## src/pario_pkg.sv

```systemverilog
// Constants and types of the parallel I/O register map.
//
// Notes on behaviour
// RQ1 - Register 0 reads one when ready, else zero.
// RQ2 - Register 1 always reads the card identification.
// RQ3 - Register 3 reports interrupt, priority and DMA state.
// RQ4 - Registers 4 and 5 read input data high, low.
// RQ5 - Register 7 reports peripheral and inverted line states.
// RQ6 - Read 2, read 6, write 6 do nothing.
// RQ7 - Non-zero write 0 sets control line; zero ignored.
// RQ8 - Non-zero write 1 resets the whole interface; the two control outputs keep their values.
// RQ9 - Write 2 holds ready and external interrupt mask.
// RQ10 - Write 3 holds interrupt and DMA enables.
// RQ11 - Writes 4 and 5 load the output data.
// RQ12 - Write 7 sets the two control outputs.
// RQ13 - Software prefers the higher-level view over these.
// RQ14 - Bit 6 drives output one, bit 5 zero; low-true.
// RQ15 - Peripheral drives its status line; device only samples.
// RQ16 - Request raised by enabled masked-in active source.
`default_nettype none

package pario_pkg;

    localparam int DATA_WIDTH = 16;
    localparam int FIFO_DEPTH = 4;

    // Register offsets on the direct register port.
    localparam logic [2:0] ADDR_READY       = 3'h0;
    localparam logic [2:0] ADDR_CTRL_SET    = 3'h0;
    localparam logic [2:0] ADDR_CARD_ID     = 3'h1;
    localparam logic [2:0] ADDR_IFC_RESET   = 3'h1;
    localparam logic [2:0] ADDR_INTR_MASK   = 3'h2;
    localparam logic [2:0] ADDR_INTR_DMA    = 3'h3;
    localparam logic [2:0] ADDR_DATA_HIGH   = 3'h4;
    localparam logic [2:0] ADDR_DATA_LOW    = 3'h5;
    localparam logic [2:0] ADDR_LINES       = 3'h7;

    // Interrupt and DMA fields.
    localparam int BIT_INTR_EN   = 7;
    localparam int BIT_INTR_REQ  = 6;
    localparam int BIT_LEVEL_LO  = 4;
    localparam int BIT_BURST_DMA = 3;
    localparam int BIT_WORD_DMA  = 2;
    localparam int BIT_DMA_ONE   = 1;
    localparam int BIT_DMA_ZERO  = 0;

    // Interrupt mask fields.
    localparam int BIT_MASK_READY = 1;
    localparam int BIT_MASK_EXT   = 0;

    // Control output fields.
    localparam int BIT_CTL_ONE  = 6;
    localparam int BIT_CTL_ZERO = 5;

    // Peripheral line status fields.
    localparam int BIT_PERIPH_OK = 3;
    localparam int BIT_EXT_LOW   = 2;
    localparam int BIT_STAT1_LOW = 1;
    localparam int BIT_STAT0_LOW = 0;

    // Values after reset.
    localparam logic [1:0]  RST_MASK     = 2'h0;
    localparam logic [4:0]  RST_ENABLES  = 5'h00;
    localparam logic [7:0]  RST_BYTE     = 8'h00;
    localparam logic [15:0] RST_WORD     = 16'h0000;
    localparam logic        RST_CTL_LINE = 1'b1;

    typedef enum logic {OUT_IDLE, OUT_HOLD} out_state_t;

endpackage : pario_pkg

`default_nettype wire

```

## src/pario_fifo.sv

```systemverilog
// Small synchronous FIFO with valid and ready on both sides.
`timescale 1ns/1ns
`default_nettype none

module pario_fifo #(
    parameter int WIDTH = 16,
    parameter int DEPTH = 4
) (
    // Clock and reset.
    input  wire logic             clk,
    input  wire logic             rst_n,
    input  wire logic             clr,
    // Filling side.
    input  wire logic             in_valid,
    output logic                  in_ready,
    input  wire logic [WIDTH-1:0] in_data,
    // Draining side.
    output logic                  out_valid,
    input  wire logic             out_ready,
    output logic [WIDTH-1:0]      out_data
);

    localparam int AW = (DEPTH > 1) ? $clog2(DEPTH) : 1;

    logic [WIDTH-1:0] mem_ff [DEPTH];
    logic [AW-1:0]    wr_ptr_ff;
    logic [AW-1:0]    rd_ptr_ff;
    logic [AW:0]      count_ff;
    logic             push;
    logic             pop;

    assign in_ready  = (count_ff != (AW+1)'(DEPTH));
    assign out_valid = (count_ff != '0);
    assign out_data  = mem_ff[rd_ptr_ff];
    assign push      = in_valid && in_ready;
    assign pop       = out_valid && out_ready;

    always_ff @(posedge clk) begin
        if (push) begin
            mem_ff[wr_ptr_ff] <= in_data;
        end
    end

    always_ff @(posedge clk or negedge rst_n) begin
        if (!rst_n) begin
            wr_ptr_ff <= '0;
            rd_ptr_ff <= '0;
            count_ff  <= '0;
        end else if (clr) begin
            wr_ptr_ff <= '0;
            rd_ptr_ff <= '0;
            count_ff  <= '0;
        end else begin
            if (push) begin
                wr_ptr_ff <= (wr_ptr_ff == AW'(DEPTH - 1)) ? '0 : wr_ptr_ff + 1'b1;
            end
            if (pop) begin
                rd_ptr_ff <= (rd_ptr_ff == AW'(DEPTH - 1)) ? '0 : rd_ptr_ff + 1'b1;
            end
            if (push && !pop) begin
                count_ff <= count_ff + 1'b1;
            end else if (pop && !push) begin
                count_ff <= count_ff - 1'b1;
            end
        end
    end

endmodule : pario_fifo

`default_nettype wire

```

## src/pario_regs.sv

```systemverilog
// Parallel I/O interface: direct register port, line sampling and buffered output path.
`timescale 1ns/1ns
`default_nettype none

module pario_regs #(
    // Identification code; this value is arbitrary.
    parameter logic [7:0] CARD_ID    = 8'h5a,
    parameter int         FIFO_DEPTH = pario_pkg::FIFO_DEPTH
) (
    // Clock and reset.
    input  wire logic                            ref_clk,
    input  wire logic                            nrst,
    // Direct register port.
    input  wire logic [2:0]                      reg_addr,
    input  wire logic                            reg_rd_en,
    input  wire logic                            reg_wr_en,
    input  wire logic [7:0]                      reg_wdata,
    output logic [7:0]                           reg_rdata,
    output logic                                 reg_rd_valid,
    // Lines from the peripheral.
    input  wire logic [pario_pkg::DATA_WIDTH-1:0] input_data_lines,
    input  wire logic                            peripheral_ok_line,
    input  wire logic                            external_interrupt_line,
    input  wire logic                            status_input_zero,
    input  wire logic                            status_input_one,
    input  wire logic                            peripheral_flag_line,
    input  wire logic [1:0]                      level_switches,
    // Lines to the peripheral.
    output logic [pario_pkg::DATA_WIDTH-1:0]     output_data_lines,
    output logic                                 output_word_valid,
    output logic                                 peripheral_control_line,
    output logic                                 control_output_zero,
    output logic                                 control_output_one,
    // Status toward the host.
    output logic                                 interrupt_request,
    output logic [3:0]                           dma_enables
);
    import pario_pkg::*;

    localparam int SYNC_W = DATA_WIDTH + 7;

    // Reset release.
    logic rst_meta_ff;
    logic rst_sync_ff;

    always_ff @(posedge ref_clk or negedge nrst) begin
        if (!nrst) begin
            rst_meta_ff <= 1'b0;
            rst_sync_ff <= 1'b0;
        end else begin
            rst_meta_ff <= 1'b1;
            rst_sync_ff <= rst_meta_ff;
        end
    end

    // Two-stage sampling of every peripheral pin.
    logic [SYNC_W-1:0] pins_meta_ff;
    logic [SYNC_W-1:0] pins_sync_ff;
    logic [DATA_WIDTH-1:0] data_in_s;
    logic              ok_s;
    logic              ext_s;
    logic              stat0_s;
    logic              stat1_s;
    logic              flag_s;
    logic [1:0]        level_s;
    logic              flag_prev_ff;
    logic              flag_rise;

    always_ff @(posedge ref_clk or negedge rst_sync_ff) begin
        if (!rst_sync_ff) begin
            pins_meta_ff <= '0;
            pins_sync_ff <= '0;
        end else begin
            pins_meta_ff <= {input_data_lines, peripheral_ok_line, external_interrupt_line,
                             status_input_zero, status_input_one, peripheral_flag_line,
                             level_switches};
            pins_sync_ff <= pins_meta_ff;
        end
    end

    // Sampled values are live, never latched. RQ15
    assign {data_in_s, ok_s, ext_s, stat0_s, stat1_s, flag_s, level_s} = pins_sync_ff;

    always_ff @(posedge ref_clk or negedge rst_sync_ff) begin
        if (!rst_sync_ff) begin
            flag_prev_ff <= 1'b0;
        end else begin
            flag_prev_ff <= flag_s;
        end
    end

    assign flag_rise = flag_s && !flag_prev_ff;

    // Write decode.
    logic wr_ctrl_set;
    logic wr_ifc_reset;
    logic wr_mask;
    logic wr_enables;
    logic wr_high;
    logic wr_low;
    logic wr_lines;
    logic nonzero;

    assign nonzero      = (reg_wdata != 8'h00);
    assign wr_ctrl_set  = reg_wr_en && (reg_addr == ADDR_CTRL_SET) && nonzero;  // RQ7
    assign wr_ifc_reset = reg_wr_en && (reg_addr == ADDR_IFC_RESET) && nonzero; // RQ8
    assign wr_mask      = reg_wr_en && (reg_addr == ADDR_INTR_MASK);
    assign wr_enables   = reg_wr_en && (reg_addr == ADDR_INTR_DMA);
    assign wr_high      = reg_wr_en && (reg_addr == ADDR_DATA_HIGH);
    assign wr_low       = reg_wr_en && (reg_addr == ADDR_DATA_LOW);
    assign wr_lines     = reg_wr_en && (reg_addr == ADDR_LINES);

    // Interface reset pulse.
    logic soft_rst_ff;

    always_ff @(posedge ref_clk or negedge rst_sync_ff) begin
        if (!rst_sync_ff) begin
            soft_rst_ff <= 1'b0;
        end else begin
            soft_rst_ff <= wr_ifc_reset; // RQ8
        end
    end

    // Interrupt mask and enables.
    logic [1:0] mask_ff;
    logic [4:0] enables_ff;

    always_ff @(posedge ref_clk or negedge rst_sync_ff) begin
        if (!rst_sync_ff) begin
            mask_ff <= RST_MASK;
        end else if (soft_rst_ff) begin
            mask_ff <= RST_MASK;
        end else if (wr_mask) begin
            mask_ff <= {reg_wdata[BIT_MASK_READY], reg_wdata[BIT_MASK_EXT]}; // RQ9
        end
    end

    always_ff @(posedge ref_clk or negedge rst_sync_ff) begin
        if (!rst_sync_ff) begin
            enables_ff <= RST_ENABLES;
        end else if (soft_rst_ff) begin
            enables_ff <= RST_ENABLES;
        end else if (wr_enables) begin
            enables_ff <= {reg_wdata[BIT_INTR_EN], reg_wdata[BIT_BURST_DMA:BIT_DMA_ZERO]}; // RQ10
        end
    end

    always_ff @(posedge ref_clk or negedge rst_sync_ff) begin
        if (!rst_sync_ff) begin
            dma_enables <= RST_ENABLES[3:0];
        end else begin
            dma_enables <= enables_ff[3:0]; // RQ10
        end
    end

    // The high byte is staged; a low-byte write pushes the word.
    logic [7:0]            out_high_ff;
    logic                  fifo_in_ready;
    logic                  fifo_out_valid;
    logic                  fifo_out_ready;
    logic [DATA_WIDTH-1:0] fifo_out_data;
    out_state_t            out_state_ff;

    always_ff @(posedge ref_clk or negedge rst_sync_ff) begin
        if (!rst_sync_ff) begin
            out_high_ff <= RST_BYTE;
        end else if (soft_rst_ff) begin
            out_high_ff <= RST_BYTE;
        end else if (wr_high) begin
            out_high_ff <= reg_wdata; // RQ11
        end
    end

    pario_fifo #(
        .WIDTH (DATA_WIDTH),
        .DEPTH (FIFO_DEPTH)
    ) u_out_fifo (
        .clk       (ref_clk),
        .rst_n     (rst_sync_ff),
        .clr       (soft_rst_ff),
        .in_valid  (wr_low),
        .in_ready  (fifo_in_ready),
        .in_data   ({out_high_ff, reg_wdata}), // RQ11
        .out_valid (fifo_out_valid),
        .out_ready (fifo_out_ready),
        .out_data  (fifo_out_data)
    );

    assign fifo_out_ready = (out_state_ff == OUT_IDLE) && !soft_rst_ff;

    // A peripheral acknowledge retires the held word.
    always_ff @(posedge ref_clk or negedge rst_sync_ff) begin
        if (!rst_sync_ff) begin
            out_state_ff <= OUT_IDLE;
        end else if (soft_rst_ff) begin
            out_state_ff <= OUT_IDLE;
        end else begin
            unique case (out_state_ff)
                OUT_IDLE: begin
                    if (fifo_out_valid) begin
                        out_state_ff <= OUT_HOLD;
                    end
                end
                OUT_HOLD: begin
                    if (flag_rise && peripheral_control_line) begin
                        out_state_ff <= OUT_IDLE;
                    end
                end
            endcase
        end
    end

    always_ff @(posedge ref_clk or negedge rst_sync_ff) begin
        if (!rst_sync_ff) begin
            output_data_lines <= RST_WORD;
        end else if (soft_rst_ff) begin
            output_data_lines <= RST_WORD;
        end else if (fifo_out_valid && fifo_out_ready) begin
            output_data_lines <= fifo_out_data; // RQ11
        end
    end

    always_ff @(posedge ref_clk or negedge rst_sync_ff) begin
        if (!rst_sync_ff) begin
            output_word_valid <= 1'b0;
        end else if (soft_rst_ff) begin
            output_word_valid <= 1'b0;
        end else if (fifo_out_valid && fifo_out_ready) begin
            output_word_valid <= 1'b1;
        end else if (flag_rise && peripheral_control_line) begin
            output_word_valid <= 1'b0;
        end
    end

    // Control line: a set write wins over a same-cycle acknowledge.
    always_ff @(posedge ref_clk or negedge rst_sync_ff) begin
        if (!rst_sync_ff) begin
            peripheral_control_line <= 1'b0;
        end else if (wr_ctrl_set) begin
            peripheral_control_line <= 1'b1; // RQ7
        end else if (soft_rst_ff || flag_rise) begin
            peripheral_control_line <= 1'b0;
        end
    end

    // Control outputs are low-true and survive the interface reset.
    always_ff @(posedge ref_clk or negedge rst_sync_ff) begin
        if (!rst_sync_ff) begin
            control_output_zero <= RST_CTL_LINE;
            control_output_one  <= RST_CTL_LINE;
        end else if (wr_lines) begin
            control_output_zero <= !reg_wdata[BIT_CTL_ZERO]; // RQ12 RQ14
            control_output_one  <= !reg_wdata[BIT_CTL_ONE];  // RQ12 RQ14
        end
    end

    // Ready means the buffer can take another word.
    logic ready_s;

    assign ready_s = fifo_in_ready && !soft_rst_ff; // RQ1

    // Interrupt request.
    logic nxt_intr;

    assign nxt_intr = enables_ff[4] &&
                      ((mask_ff[1] && ready_s) || (mask_ff[0] && !ext_s)); // RQ16

    always_ff @(posedge ref_clk or negedge rst_sync_ff) begin
        if (!rst_sync_ff) begin
            interrupt_request <= 1'b0;
        end else begin
            interrupt_request <= nxt_intr; // RQ16
        end
    end

    // Read data, one cycle after the read strobe.
    logic [7:0] nxt_rdata;

    always_comb begin
        nxt_rdata = 8'h00; // RQ6
        unique case (reg_addr)
            ADDR_READY: begin
                nxt_rdata = {7'h00, ready_s}; // RQ1
            end
            ADDR_CARD_ID: begin
                nxt_rdata = CARD_ID; // RQ2
            end
            ADDR_INTR_DMA: begin
                nxt_rdata[BIT_INTR_EN]                  = enables_ff[4];     // RQ3
                nxt_rdata[BIT_INTR_REQ]                 = interrupt_request; // RQ3
                nxt_rdata[BIT_LEVEL_LO+1:BIT_LEVEL_LO]  = level_s;           // RQ3
                nxt_rdata[BIT_BURST_DMA:BIT_DMA_ZERO]   = enables_ff[3:0];   // RQ3
            end
            ADDR_DATA_HIGH: begin
                nxt_rdata = data_in_s[15:8]; // RQ4
            end
            ADDR_DATA_LOW: begin
                nxt_rdata = data_in_s[7:0]; // RQ4
            end
            ADDR_LINES: begin
                nxt_rdata[BIT_PERIPH_OK] = ok_s;    // RQ5
                nxt_rdata[BIT_EXT_LOW]   = !ext_s;  // RQ5
                nxt_rdata[BIT_STAT1_LOW] = !stat1_s; // RQ5
                nxt_rdata[BIT_STAT0_LOW] = !stat0_s; // RQ5
            end
            default: begin
                nxt_rdata = 8'h00; // RQ6
            end
        endcase
    end

    always_ff @(posedge ref_clk or negedge rst_sync_ff) begin
        if (!rst_sync_ff) begin
            reg_rdata    <= 8'h00;
            reg_rd_valid <= 1'b0;
        end else begin
            reg_rd_valid <= reg_rd_en;
            if (reg_rd_en) begin
                reg_rdata <= nxt_rdata;
            end
        end
    end

endmodule : pario_regs

`default_nettype wire

```

## config.mk

```make
export PLATFORM = sky130hd
export DESIGN_NAME = pario_regs
export DESIGN_NICKNAME = d
export VERILOG_FILES = /design/src/pario_pkg.sv /design/src/pario_fifo.sv /design/src/pario_regs.sv
export SDC_FILE = /design/constraint.sdc
export NUM_CORES = 1
export LEC_CHECK = 0
export ABC_AREA = 0
export BUFFER_PORTS_ARGS = -buffer_cell sky130_fd_sc_hd__buf_2
export CORE_UTILIZATION = 60
export CTS_CLUSTER_DIAMETER = 30
export DETAILED_ROUTE_END_ITERATION = 12
export HOLD_SLACK_MARGIN = 0.03
export PLACE_DENSITY = 0.8
export SLEW_MARGIN = 20
export SYNTH_ARGS = -nofsm -noshare
export SYNTH_HDL_FRONTEND = slang
export SYNTH_SLANG_ARGS = --single-unit
```

## constraint.sdc

```tcl
create_clock -name ref_clk -period 9.2 [get_ports ref_clk]
set_input_delay 0.46 -clock ref_clk [delete_from_list [all_inputs] [get_ports ref_clk]]
set_output_delay 0.46 -clock ref_clk [all_outputs]
set_load 0.005 [all_outputs]
```

==> results of run 1 <==
## worst paths after layout
| path | endpoint | slack, ns | depth (start not counted) |
|---|---|---|---|
| worst max-delay path | u_out_fifo.count_ff[2]$_DFFE_PN0P_ | 6.01 | 7 |
| worst min-delay path | pins_meta_ff[4]$_DFF_PN0_ | 0.20 | 0 |
| worst max register to register | u_out_fifo.count_ff[2]$_DFFE_PN0P_ | 6.01 | 7 |
| worst min register to register | pins_meta_ff[4]$_DFF_PN0_ | 0.20 | 0 |
| max in group asynchronous | u_out_fifo.rd_ptr_ff[0]$_DFFE_PN0P_ | 7.95 | 1 |
| min in group ref_clk | u_out_fifo.mem_ff[0][4]$_DFFE_PP_ | 0.21 | 1 |
## cell usage after synthesis (all sizes together), types with 8 or more instances
cell	n	area share, %
inv	11	0.66
o21ai	8	0.64
nor2b	9	0.90
buf	14	1.2
clkbuf	8	0.50
mux4	17	6.1
mux2i	11	1.8
nand2	63	3.8
dfrtp	105	42
edfxtp	64	31
nand3	20	1.6
a21oi	21	1.7
nor2	23	1.4
## cells in the final DEF (no fill, tap or decap), types with 2 or more instances in the layout
cell type / n
sky130_fd_sc_hd__dfrtp_1: 103
sky130_fd_sc_hd__buf_2: 71
sky130_fd_sc_hd__edfxtp_1: 64
sky130_fd_sc_hd__nand2_1: 63
sky130_fd_sc_hd__dlygate4sd3_1: 24
sky130_fd_sc_hd__nor2_1: 23
sky130_fd_sc_hd__a21oi_1: 21
sky130_fd_sc_hd__nand3_1: 20
sky130_fd_sc_hd__clkbuf_16: 18
sky130_fd_sc_hd__mux4_2: 17
sky130_fd_sc_hd__inv_1: 11
sky130_fd_sc_hd__mux2i_1: 11
sky130_fd_sc_hd__nor2b_1: 9
sky130_fd_sc_hd__o21ai_0: 8
sky130_fd_sc_hd__and2_1: 7
sky130_fd_sc_hd__a22oi_1: 6
sky130_fd_sc_hd__inv_6: 6
sky130_fd_sc_hd__nand2b_1: 5
sky130_fd_sc_hd__ha_1: 5
sky130_fd_sc_hd__nor3_1: 3
sky130_fd_sc_hd__a31oi_1: 3
sky130_fd_sc_hd__or3_1: 2
sky130_fd_sc_hd__nor4_1: 2
sky130_fd_sc_hd__a32o_1: 2
sky130_fd_sc_hd__a22o_1: 2
sky130_fd_sc_hd__o21bai_1: 2
sky130_fd_sc_hd__o22ai_1: 2
sky130_fd_sc_hd__xnor2_1: 2
sky130_fd_sc_hd__clkinvlp_4: 2
sky130_fd_sc_hd__dfstp_2: 2
## repair_timing
item                                   CTS  global route
endpoints found under the hold margin   25             0
setup endpoints to repair                0             0
buffers inserted                         0             0
hold buffers                            24             0
## state kept, by name, summed over array words and instances (netlist names), 2 cells and up
signal,flops
pins_sync_ff,23
u_out_fifo.count_ff,3
mask_ff,2
out_high_ff,8
u_out_fifo.rd_ptr_ff,2
reg_rdata,8
u_out_fifo.mem_ff,64
enables_ff,5
pins_meta_ff,23
u_out_fifo.wr_ptr_ff,2
dma_enables,4
output_data_lines,16
## power by group through the flow
stage / clock, uW / combinational [uW] / sequential [uW]
finish: 674 / 340 / 985
global route: 712 / 377 / 998
CTS: 683 / 341 / 984
detailed placement: 0 / 319 / 993
global placement: 0 / 303 / 985
floorplan: 0 / 246 / 952
## per-layer routing
metal  GRT usage [%]  wire, microns  up-vias
li1                -              -     1693
met1            35.2           5480     1969
met2            41.8           6600      165
met3            6.33            656       35
met4            12.9            403        0
met5               0              0        -
## stage by stage
step                setup WS, ns  instances  hold WS (ns)  util, %  cell area [sq um]
finish                      6.01        668         0.197     75.6               7520
global route                5.84        668         0.197     75.6               7520
CTS                         6.07        668         0.175     75.5               7520
detailed placement          6.12        612         0.199     67.4               6710
global placement            6.29        612         0.195     67.4               6710
floorplan                   6.00        429         0.164        -               6280
## worst max-delay path: stages, from the launching register on
cell	delay [ns]
sky130_fd_sc_hd__dfrtp_1	0.95
sky130_fd_sc_hd__or3_1	0.73
sky130_fd_sc_hd__and2_1	0.27
sky130_fd_sc_hd__fa_1	0.25
sky130_fd_sc_hd__nor2b_1	0.22
sky130_fd_sc_hd__o21ai_0	0.13
sky130_fd_sc_hd__mux4_2	0.47
sky130_fd_sc_hd__nor2_1	0.10
## logic make-up (layout without fill, tap and decap cells)
family	after synthesis	in the layout	synth area share (%)
AO/OA/AOI/OAI	49	49	4.84
XOR/XNOR	3	3	0.418
adder cells (fa/ha/maj)	6	6	1.32
buffers and inverters	34	140	2.37
flip-flops	171	171	73.3
multiplexers	28	28	7.85
other	1	1	0.0597
AND/OR/NAND/NOR	137	137	9.86
## layout make-up
type | instances | share of cell area, %
multi-input combinational | 224 | 20.3
tap | 133 | 2.21
sequential | 171 | 61.3
clock buffer | 20 | 6.22
timing repair buffer | 96 | 8.07
clock inverter | 12 | 1.31
inverter | 12 | 0.599
==> impl_metrics.toml, run 1 <==
[worst_setup_path]
critical_path_required_ns = 9.66
startpoint_of_the_most_critical_setup_path = "soft_rst_ff$_DFF_PN0_"
cp.arrival_ns = 3.65
crit_fanout = 27
crit_path_start_kind = "register"
setup.worst_path.end_class = "register"
setup.worst_path.class = "reg -> reg"
regToRegStartpoint = "soft_rst_ff$_DFF_PN0_"

[sta]
timing_limited_maximum_frequency_ghz = 0.313
post-route-min-period_ns = 3.19
setup-violations-final = 0
final_max_slew_viol_count = 0
finalCritPeriodShare_pct = 34.7
worst_pin_slew_ns = 0.957
final_hold_viol_count = 0
tns_ns = 0
max-slew-margin-rel_pct = 35.9
grt_setup_unrepaired = "no"
worst_clock_skew_on_the_final_layout_ns = 0.00988

[logic_synthesis]
postSynthRegisterBits = 171
synthesis.area_sq_um = 6280
synthesis.area_per_instance_sq_um = 14.6
ys.flop_type = "sky130_fd_sc_hd__dfrtp_1"
synth.distinct_cells = 40
synth-edff-count = 64
synth-seq-area-share_pct = 73.3
synthArstFlopShare_pct = 62.6
synth_nets = 473
syn_inst = 429
number_of_warnings_printed_during_yosys_synthesis = 0

[floorplan]
core.rowCount = 36
ios = 72
start_util_pct = 63.1
chipWidth_microns = 104
die_area_sq_um = 10900
floorplan.core_area_sq_um = 9950
die_h_microns = 104

[clock_network]
max-clock-path-buffers = 2
worst_skew_pair.late_latency_ns = 0.53
clockRootBuffer = "sky130_fd_sc_hd__clkbuf_8"
cts_resized = 0
tritoncts_clock_tree = "built"
clk_pin_slew_worst_paths_ns = 0.07
clock_sink_count = 171
htree_num_levels = 4
cts_buffers = 17

[power_and_ir_drop]
seq_power_share_pct = 49.3
cell_internal_pwr_uw = 1430
clkPwrFrac_pct = 33.7
vdd_ir_drop_max_uv = 134
power.leakage_uw = 0.00322
p_sw_share_pct = 28.6
power_switching_uw = 572
combinationalPowerShare_pct = 17.0
p_total_uw = 2000
power_per_cell_area_nw_per_um2 = 266

[global_routing]
vias_in_the_first_global_route = 4110
gr-total-overflow = 0
groute.usage.overall_pct = 26.6
grt_max_degree = 86
antenna_found_initial = 0
grt_first_pass_wirelength_microns = 21400

[routing]
detailroute.via_count = 3862
routed_wire_length_per_instance_microns = 19.7
number_of_remaining_drc_errors = 0
final_routed_wirelength_across_all_metal_layers_microns = 13100
antenna_violating_nets_remaining = 0
detail_route.vias_per_cell = 5.78
detail_route.iter0.violations = 371
dr.pass1.iters = 4

[run_status]
run_status = "complete, no violations"

[finish]
layout.area.seq_sq_um = 4610
ant_cells = 0
drive_gt1_share_pct = 23.6
areaGrowthSynthToFinish_pct = 19.8
final_net_count = 566
area_occupied_by_multi_input_gates_sq_um = 1530
final_layout_fill_cell_count = 591

[placement]
port_buffers = 71
gpl_congestion = 0.787
dp.final_hpwl_microns = 7470

[hold_path]
worst_hold_path_type = "reg -> async"

[run]
max_cap_violations = 0
Note: power is estimated with default switching activity, not from simulation.
==> run 2, diff against run 1 <==
CORE_UTILIZATION = 52   (was 60)
PLACE_DENSITY = 0.73   (was 0.8)
clock period = 2.9 ns   (was 9.2 ns; I/O delays follow)
==> run 2 against run 1 <==
The flow now finishes with violations (design-rule violations). Final area grew 2.3%. Clock-buffer cell count is the same. Sequential power grew to 3.1 times the previous value. Sequential cell count is the same. Critical endpoint unchanged. Largest cell class unchanged. Highest routed layer unchanged.
==> impl_metrics.toml, run 2 (same netlist as run 1, synthesis figures left out) <==
[finish]
area_occupied_by_multi_input_gates_sq_um = 1530
areaGrowthSynthToFinish_pct = 22.5
final_layout_fill_cell_count = 813
final_common_cell = "sky130_fd_sc_hd__dfrtp_1"
ant_cells = 0
largest-register = "u_out_fifo.mem_ff"
final_net_count = 582
layout_common_cells = "sky130_fd_sc_hd__dfrtp_1, sky130_fd_sc_hd__buf_2, sky130_fd_sc_hd__edfxtp_1"
layout.area.seq_sq_um = 4610
largest_reg_flops = 64
top_regs = "u_out_fifo.mem_ff: 64 flops, pins_meta_ff: 23 flops, pins_sync_ff: 23 flops"
finalInstanceArea_sq_um = 7690
drive_gt1_share_pct = 24.7

[routing]
final_routed_wirelength_across_all_metal_layers_microns = 12200
antenna_violating_nets_remaining = 0
detailroute.via_count = 3787
routed_wire_length_per_instance_microns = 17.6
detail_route.vias_per_cell = 5.46
number_of_remaining_drc_errors = 4
detail_route.iter0.violations = 270
dr.pass1.iters = 9

[placement]
gpl_congestion = 0.752
placed_area_sq_um = 6800
dp.final_hpwl_microns = 7430
port_buffers = 71

[sta]
max-slew-margin-rel_pct = 48.6
grt_setup_unrepaired = "no"
post-route-min-period_ns = 2.28
tns_ns = 0
setup-violations-final = 0
final_max_slew_viol_count = 0
finalCritPeriodShare_pct = 78.7
final_hold_viol_count = 0
timing_limited_maximum_frequency_ghz = 0.438
worst_clock_skew_on_the_final_layout_ns = 0.00696
worst_pin_slew_ns = 0.772

[worst_setup_path]
regToRegStartpoint = "u_out_fifo.count_ff[2]$_DFFE_PN0P_"
worst_path_largest_cell_delay_ns = 0.46
cp.arrival_ns = 2.64
timing.critical_path.cells = "nor3_1 -> or3_1 -> and2_1 -> fa_1 -> o21bai_1 -> mux4_2 -> nor2_1"
setup.worst_path.end_class = "register"
slowest_stage = "sky130_fd_sc_hd__mux4_2"
critical_path_required_ns = 3.26
timing.critical_path.max_delay_family = "simple AND/OR/NAND/NOR gates"
startpoint_of_the_most_critical_setup_path = "u_out_fifo.count_ff[2]$_DFFE_PN0P_"
setup.worst_path.class = "reg -> reg"
crit_fanout = 6
critPathBufInv = 0
crit_path_start_kind = "register"

[clock_network]
tritoncts_clock_tree = "built"
worst_skew_pair.late_latency_ns = 0.43
cts_buffers = 17
htree_num_levels = 4
clockRootBuffer = "sky130_fd_sc_hd__clkbuf_16"
clk_pin_slew_worst_paths_ns = 0.06
clock_sink_count = 171
cts_post_setup_buffers_inserted = 0
max-clock-path-buffers = 2

[floorplan]
floorplan.core_area_sq_um = 11600
ios = 72
core.rowCount = 39
chipWidth_microns = 112
start_util_pct = 54.1
die_h_microns = 112
die_area_sq_um = 12500

[run]
max_cap_violations = 0

[global_routing]
grt_first_pass_wirelength_microns = 20000
vias_in_the_first_global_route = 3854
grt_max_degree = 63
antenna_found_initial = 0
groute.usage.overall_pct = 21.7
gr-total-overflow = 0

[power_and_ir_drop]
vdd_ir_drop_max_uv = 563
power_per_cell_area_nw_per_um2 = 831
power.leakage_uw = 0.00331

[run_status]
run_status = "complete, but fails checks"
violations = "design-rule violations"

[hold_path]
worst_hold_path_type = "in -> reg"
hold_path.startpoint = "reg_wdata[5]"
run 2: worst paths after layout:
kind	endpoint	slack, ns	depth (start not counted)
hold reg to reg	pins_sync_ff[11]$_DFF_PN0_	0.35	0
setup / recovery	u_out_fifo.count_ff[2]$_DFFE_PN0P_	0.62	7
setup reg to reg	u_out_fifo.count_ff[2]$_DFFE_PN0P_	0.62	7
max in group asynchronous	u_out_fifo.rd_ptr_ff[0]$_DFFE_PN0P_	1.66	1
min in group asynchronous	dma_enables[2]$_DFF_PN0_	0.40	0
hold / removal	control_output_zero$_DFFE_PN1P_	0.04	2
run 2: timing repair:
action                                 in CTS  in global routing
endpoints found under the hold margin      46                  0
gates resized for setup                     0                  0
hold buffers                               30                  0
run 2: per-layer routing:
layer | vias up | GRT usage, % | wire length (microns)
li1 | 1729 | - | -
met1 | 1933 | 28.1 | 5270
met2 | 117 | 35.4 | 6140
met3 | 8 | 6.64 | 671
met4 | 0 | 6.76 | 99
met5 | - | 0 | 0
run 2: report_power, final:
group	internal [uW]	switching, uW	total [uW]	leakage, uW
logic	555	513	1070	0.00114
registers	2810	290	3100	0.00188
clock network	1310	915	2220	0.000290
total	4670	1720	6390	0.00331
run 2: layout make-up:
type / instances / share of cell area [%]
multi-input combinational: 224 / 19.9
clock buffer: 20 / 6.36
inverter: 12 / 0.585
tap: 143 / 2.33
timing repair buffer: 112 / 9.60
sequential: 171 / 59.9
clock inverter: 11 / 1.38
run 2: metrics by stage:
| stage | std cells | setup WS [ns] | utilization (%) | hold WS, ns | power [uW] |
|---|---|---|---|---|---|
| 3_3_place_gp | 632 | 0.742 | 58.5 | -0.0685 | 4130 |
| 5_1_grt | 693 | 0.536 | 66.2 | 0.0443 | 6710 |
| 4_1_cts | 693 | 0.632 | 66.2 | 0.0329 | 6440 |
| 3_5_place_dp | 632 | 0.668 | 58.5 | -0.0684 | 4180 |
| 6_report | 693 | 0.617 | 66.2 | 0.0359 | 6390 |
| 2_1_floorplan | 429 | 0.481 | - | -0.151 | 3800 |
==> run 3, diff against run 2 <==
clock period = 2 ns   (was 2.9 ns; I/O delays follow)
==> run 3 against run 2 <==
Sequential cell count stayed put. The flow finishes with violations (design-rule violations, negative setup slack). Sequential share of layout area fell by 1.5 points. Clock-buffer cell count rose by 1. Clock power up 37%. Setup slack got worse by 0.71 ns. Critical path type unchanged. Power up 45%. Largest cell class unchanged.
==> impl_metrics.toml, run 3 (same netlist as run 1, synthesis figures left out) <==
[run_status]
run_status = "complete, but fails checks"
violations = "design-rule violations, negative setup slack"

[placement]
port_buffers = 71
placed_area_sq_um = 6940
dp.final_hpwl_microns = 7420
place.detailed.instances = 642
gpl_congestion = 0.764

[clock_network]
clk_pin_slew_worst_paths_ns = 0.06
htree_num_levels = 4
max-clock-path-buffers = 2
clockRootBuffer = "sky130_fd_sc_hd__clkbuf_16"
clock_sink_count = 171
tritoncts_clock_tree = "built"
cts_buffers = 17
worst_skew_pair.late_latency_ns = 0.42

[finish]
final_core_util_pct = 67.9
final_common_cell = "sky130_fd_sc_hd__dfrtp_1"
finalNonFillerCells = 712
final_net_count = 600
ant_cells = 0
finalInstanceArea_sq_um = 7890
top_regs = "u_out_fifo.mem_ff: 64 flops, pins_meta_ff: 23 flops, pins_sync_ff: 23 flops"
largest_reg_flops = 64
layout_common_cells = "sky130_fd_sc_hd__dfrtp_1, sky130_fd_sc_hd__buf_2, sky130_fd_sc_hd__edfxtp_1"
areaGrowthSynthToFinish_pct = 25.6
largest-register = "u_out_fifo.mem_ff"
drive_gt1_share_pct = 26.7

[power_and_ir_drop]
power_per_cell_area_nw_per_um2 = 1170
power.leakage_uw = 0.00340
vdd_ir_drop_max_uv = 795

[sta]
worst_clock_skew_on_the_final_layout_ns = 0.00811
post-route-min-period_ns = 2.09
setup-violations-final = 1
max-slew-margin-rel_pct = 45.7
worst_pin_slew_ns = 0.814
timing_limited_maximum_frequency_ghz = 0.479
finalCritPeriodShare_pct = 104
final_critical_path_setup_slack_ns = -0.0895
tns_ns = -0.0895
final_max_slew_viol_count = 0
final_hold_viol_count = 0
grt_setup_unrepaired = "yes"
fin_worst_hold_slack_ns = 0.0562

[worst_setup_path]
critical_path_required_ns = 2.36
crit_fanout = 3
reg2reg_setup_slack_ns = -0.09
setup.worst_path.end_class = "register"
crit_path_start_kind = "register"
regToRegStartpoint = "u_out_fifo.count_ff[1]$_DFFE_PN0P_"
worst_path_largest_cell_delay_ns = 0.47
startpoint_of_the_most_critical_setup_path = "u_out_fifo.count_ff[1]$_DFFE_PN0P_"
setup.worst_path.class = "reg -> reg"
timing.critical_path.cells = "nor3_2 -> or3_1 -> and2_4 -> fa_2 -> o21bai_1 -> mux4_2 -> nor2_1"
slowest_stage = "sky130_fd_sc_hd__mux4_2"
cp.arrival_ns = 2.45

[global_routing]
grt_max_degree = 48
gr-total-overflow = 0
grt_first_pass_wirelength_microns = 19900
groute.usage.overall_pct = 21.5
antenna_found_initial = 0
vias_in_the_first_global_route = 3874

[routing]
routed_wire_length_per_instance_microns = 16.9
final_routed_wirelength_across_all_metal_layers_microns = 12000
detailroute.via_count = 3791
number_of_remaining_drc_errors = 4
antenna_violating_nets_remaining = 0
detail_route.vias_per_cell = 5.32
detail_route.iter0.violations = 262
dr.pass1.iters = 9

[floorplan]
die_h_microns = 112
start_util_pct = 54.1
chipWidth_microns = 112
core.rowCount = 39
floorplan.core_area_sq_um = 11600
ios = 72
die_area_sq_um = 12500

[hold_path]
hold_path.startpoint = "reg_wr_en"
worst_hold_path_type = "in -> reg"

[run]
max_cap_violations = 0
run 3: timing repair:
item                                    CTS  global route
hold buffers                             36             0
buffers inserted                          1             1
pin swaps                                 2             0
gates cloned                              0             0
gates resized for setup                   1             2
hold endpoints to repair                 70             0
endpoints found under the setup margin    1             1
run 3: final cells by class:
| type | count | area [sq um] |
|---|---|---|
| timing repair buffer | 130 | 951 |
| inverter | 12 | 45.0 |
| tap | 143 | 179 |
| clock inverter | 11 | 82.6 |
| clock buffer | 21 | 482 |
| fill | 771 | 3730 |
| sequential | 171 | 4610 |
| multi-input combinational | 224 | 1540 |
run 3: metrics by stage:
stage / setup WS [ns] / total power (uW)
after floorplan: -0.339 / 5530
after global placement: -0.0764 / 6090
after detailed placement: -0.121 / 6170
after CTS: -0.112 / 9310
after global routing: -0.177 / 9720
final: -0.0895 / 9240
run 3: worst paths after layout:
check | end | cells after the start
max reg2reg | u_out_fifo.count_ff[2]$_DFFE_PN0P_ | 7
max | u_out_fifo.count_ff[2]$_DFFE_PN0P_ | 7
min in group asynchronous | out_high_ff[0]$_DFFE_PN0P_ | 0
max in group asynchronous | pins_sync_ff[1]$_DFF_PN0_ | 1
min | control_output_one$_DFFE_PN1P_ | 3
min reg2reg | out_high_ff[0]$_DFFE_PN0P_ | 0
run 3: metal layers:
layer / GRT usage, % / up-vias / wire length, microns / share of wire (%)
li1: - / 1772 / - / -
met1: 27.7 / 1887 / 5140 / 43
met2: 34.6 / 111 / 6000 / 50
met3: 5.50 / 21 / 625 / 5.2
met4: 9.46 / 0 / 266 / 2.2
met5: 0 / - / 0 / 0
run 3: worst max-delay path, delay by kind of cell, from the launching register on:
kind / cells / cell delay (ns)
flip-flops: 1 / 0.40
multiplexers: 1 / 0.47
AND/OR/NAND/NOR: 4 / 0.62
AO/OA/AOI/OAI: 1 / 0.18
adder cells (fa/ha/maj): 1 / 0.35
run 3: power breakdown:
part	total, uW	leakage [uW]	internal (uW)	switching [uW]
registers	4360	0.00188	4070	290
logic	1830	0.00124	932	900
clock network	3050	0.000280	1740	1310
total	9240	0.00340	6740	2500
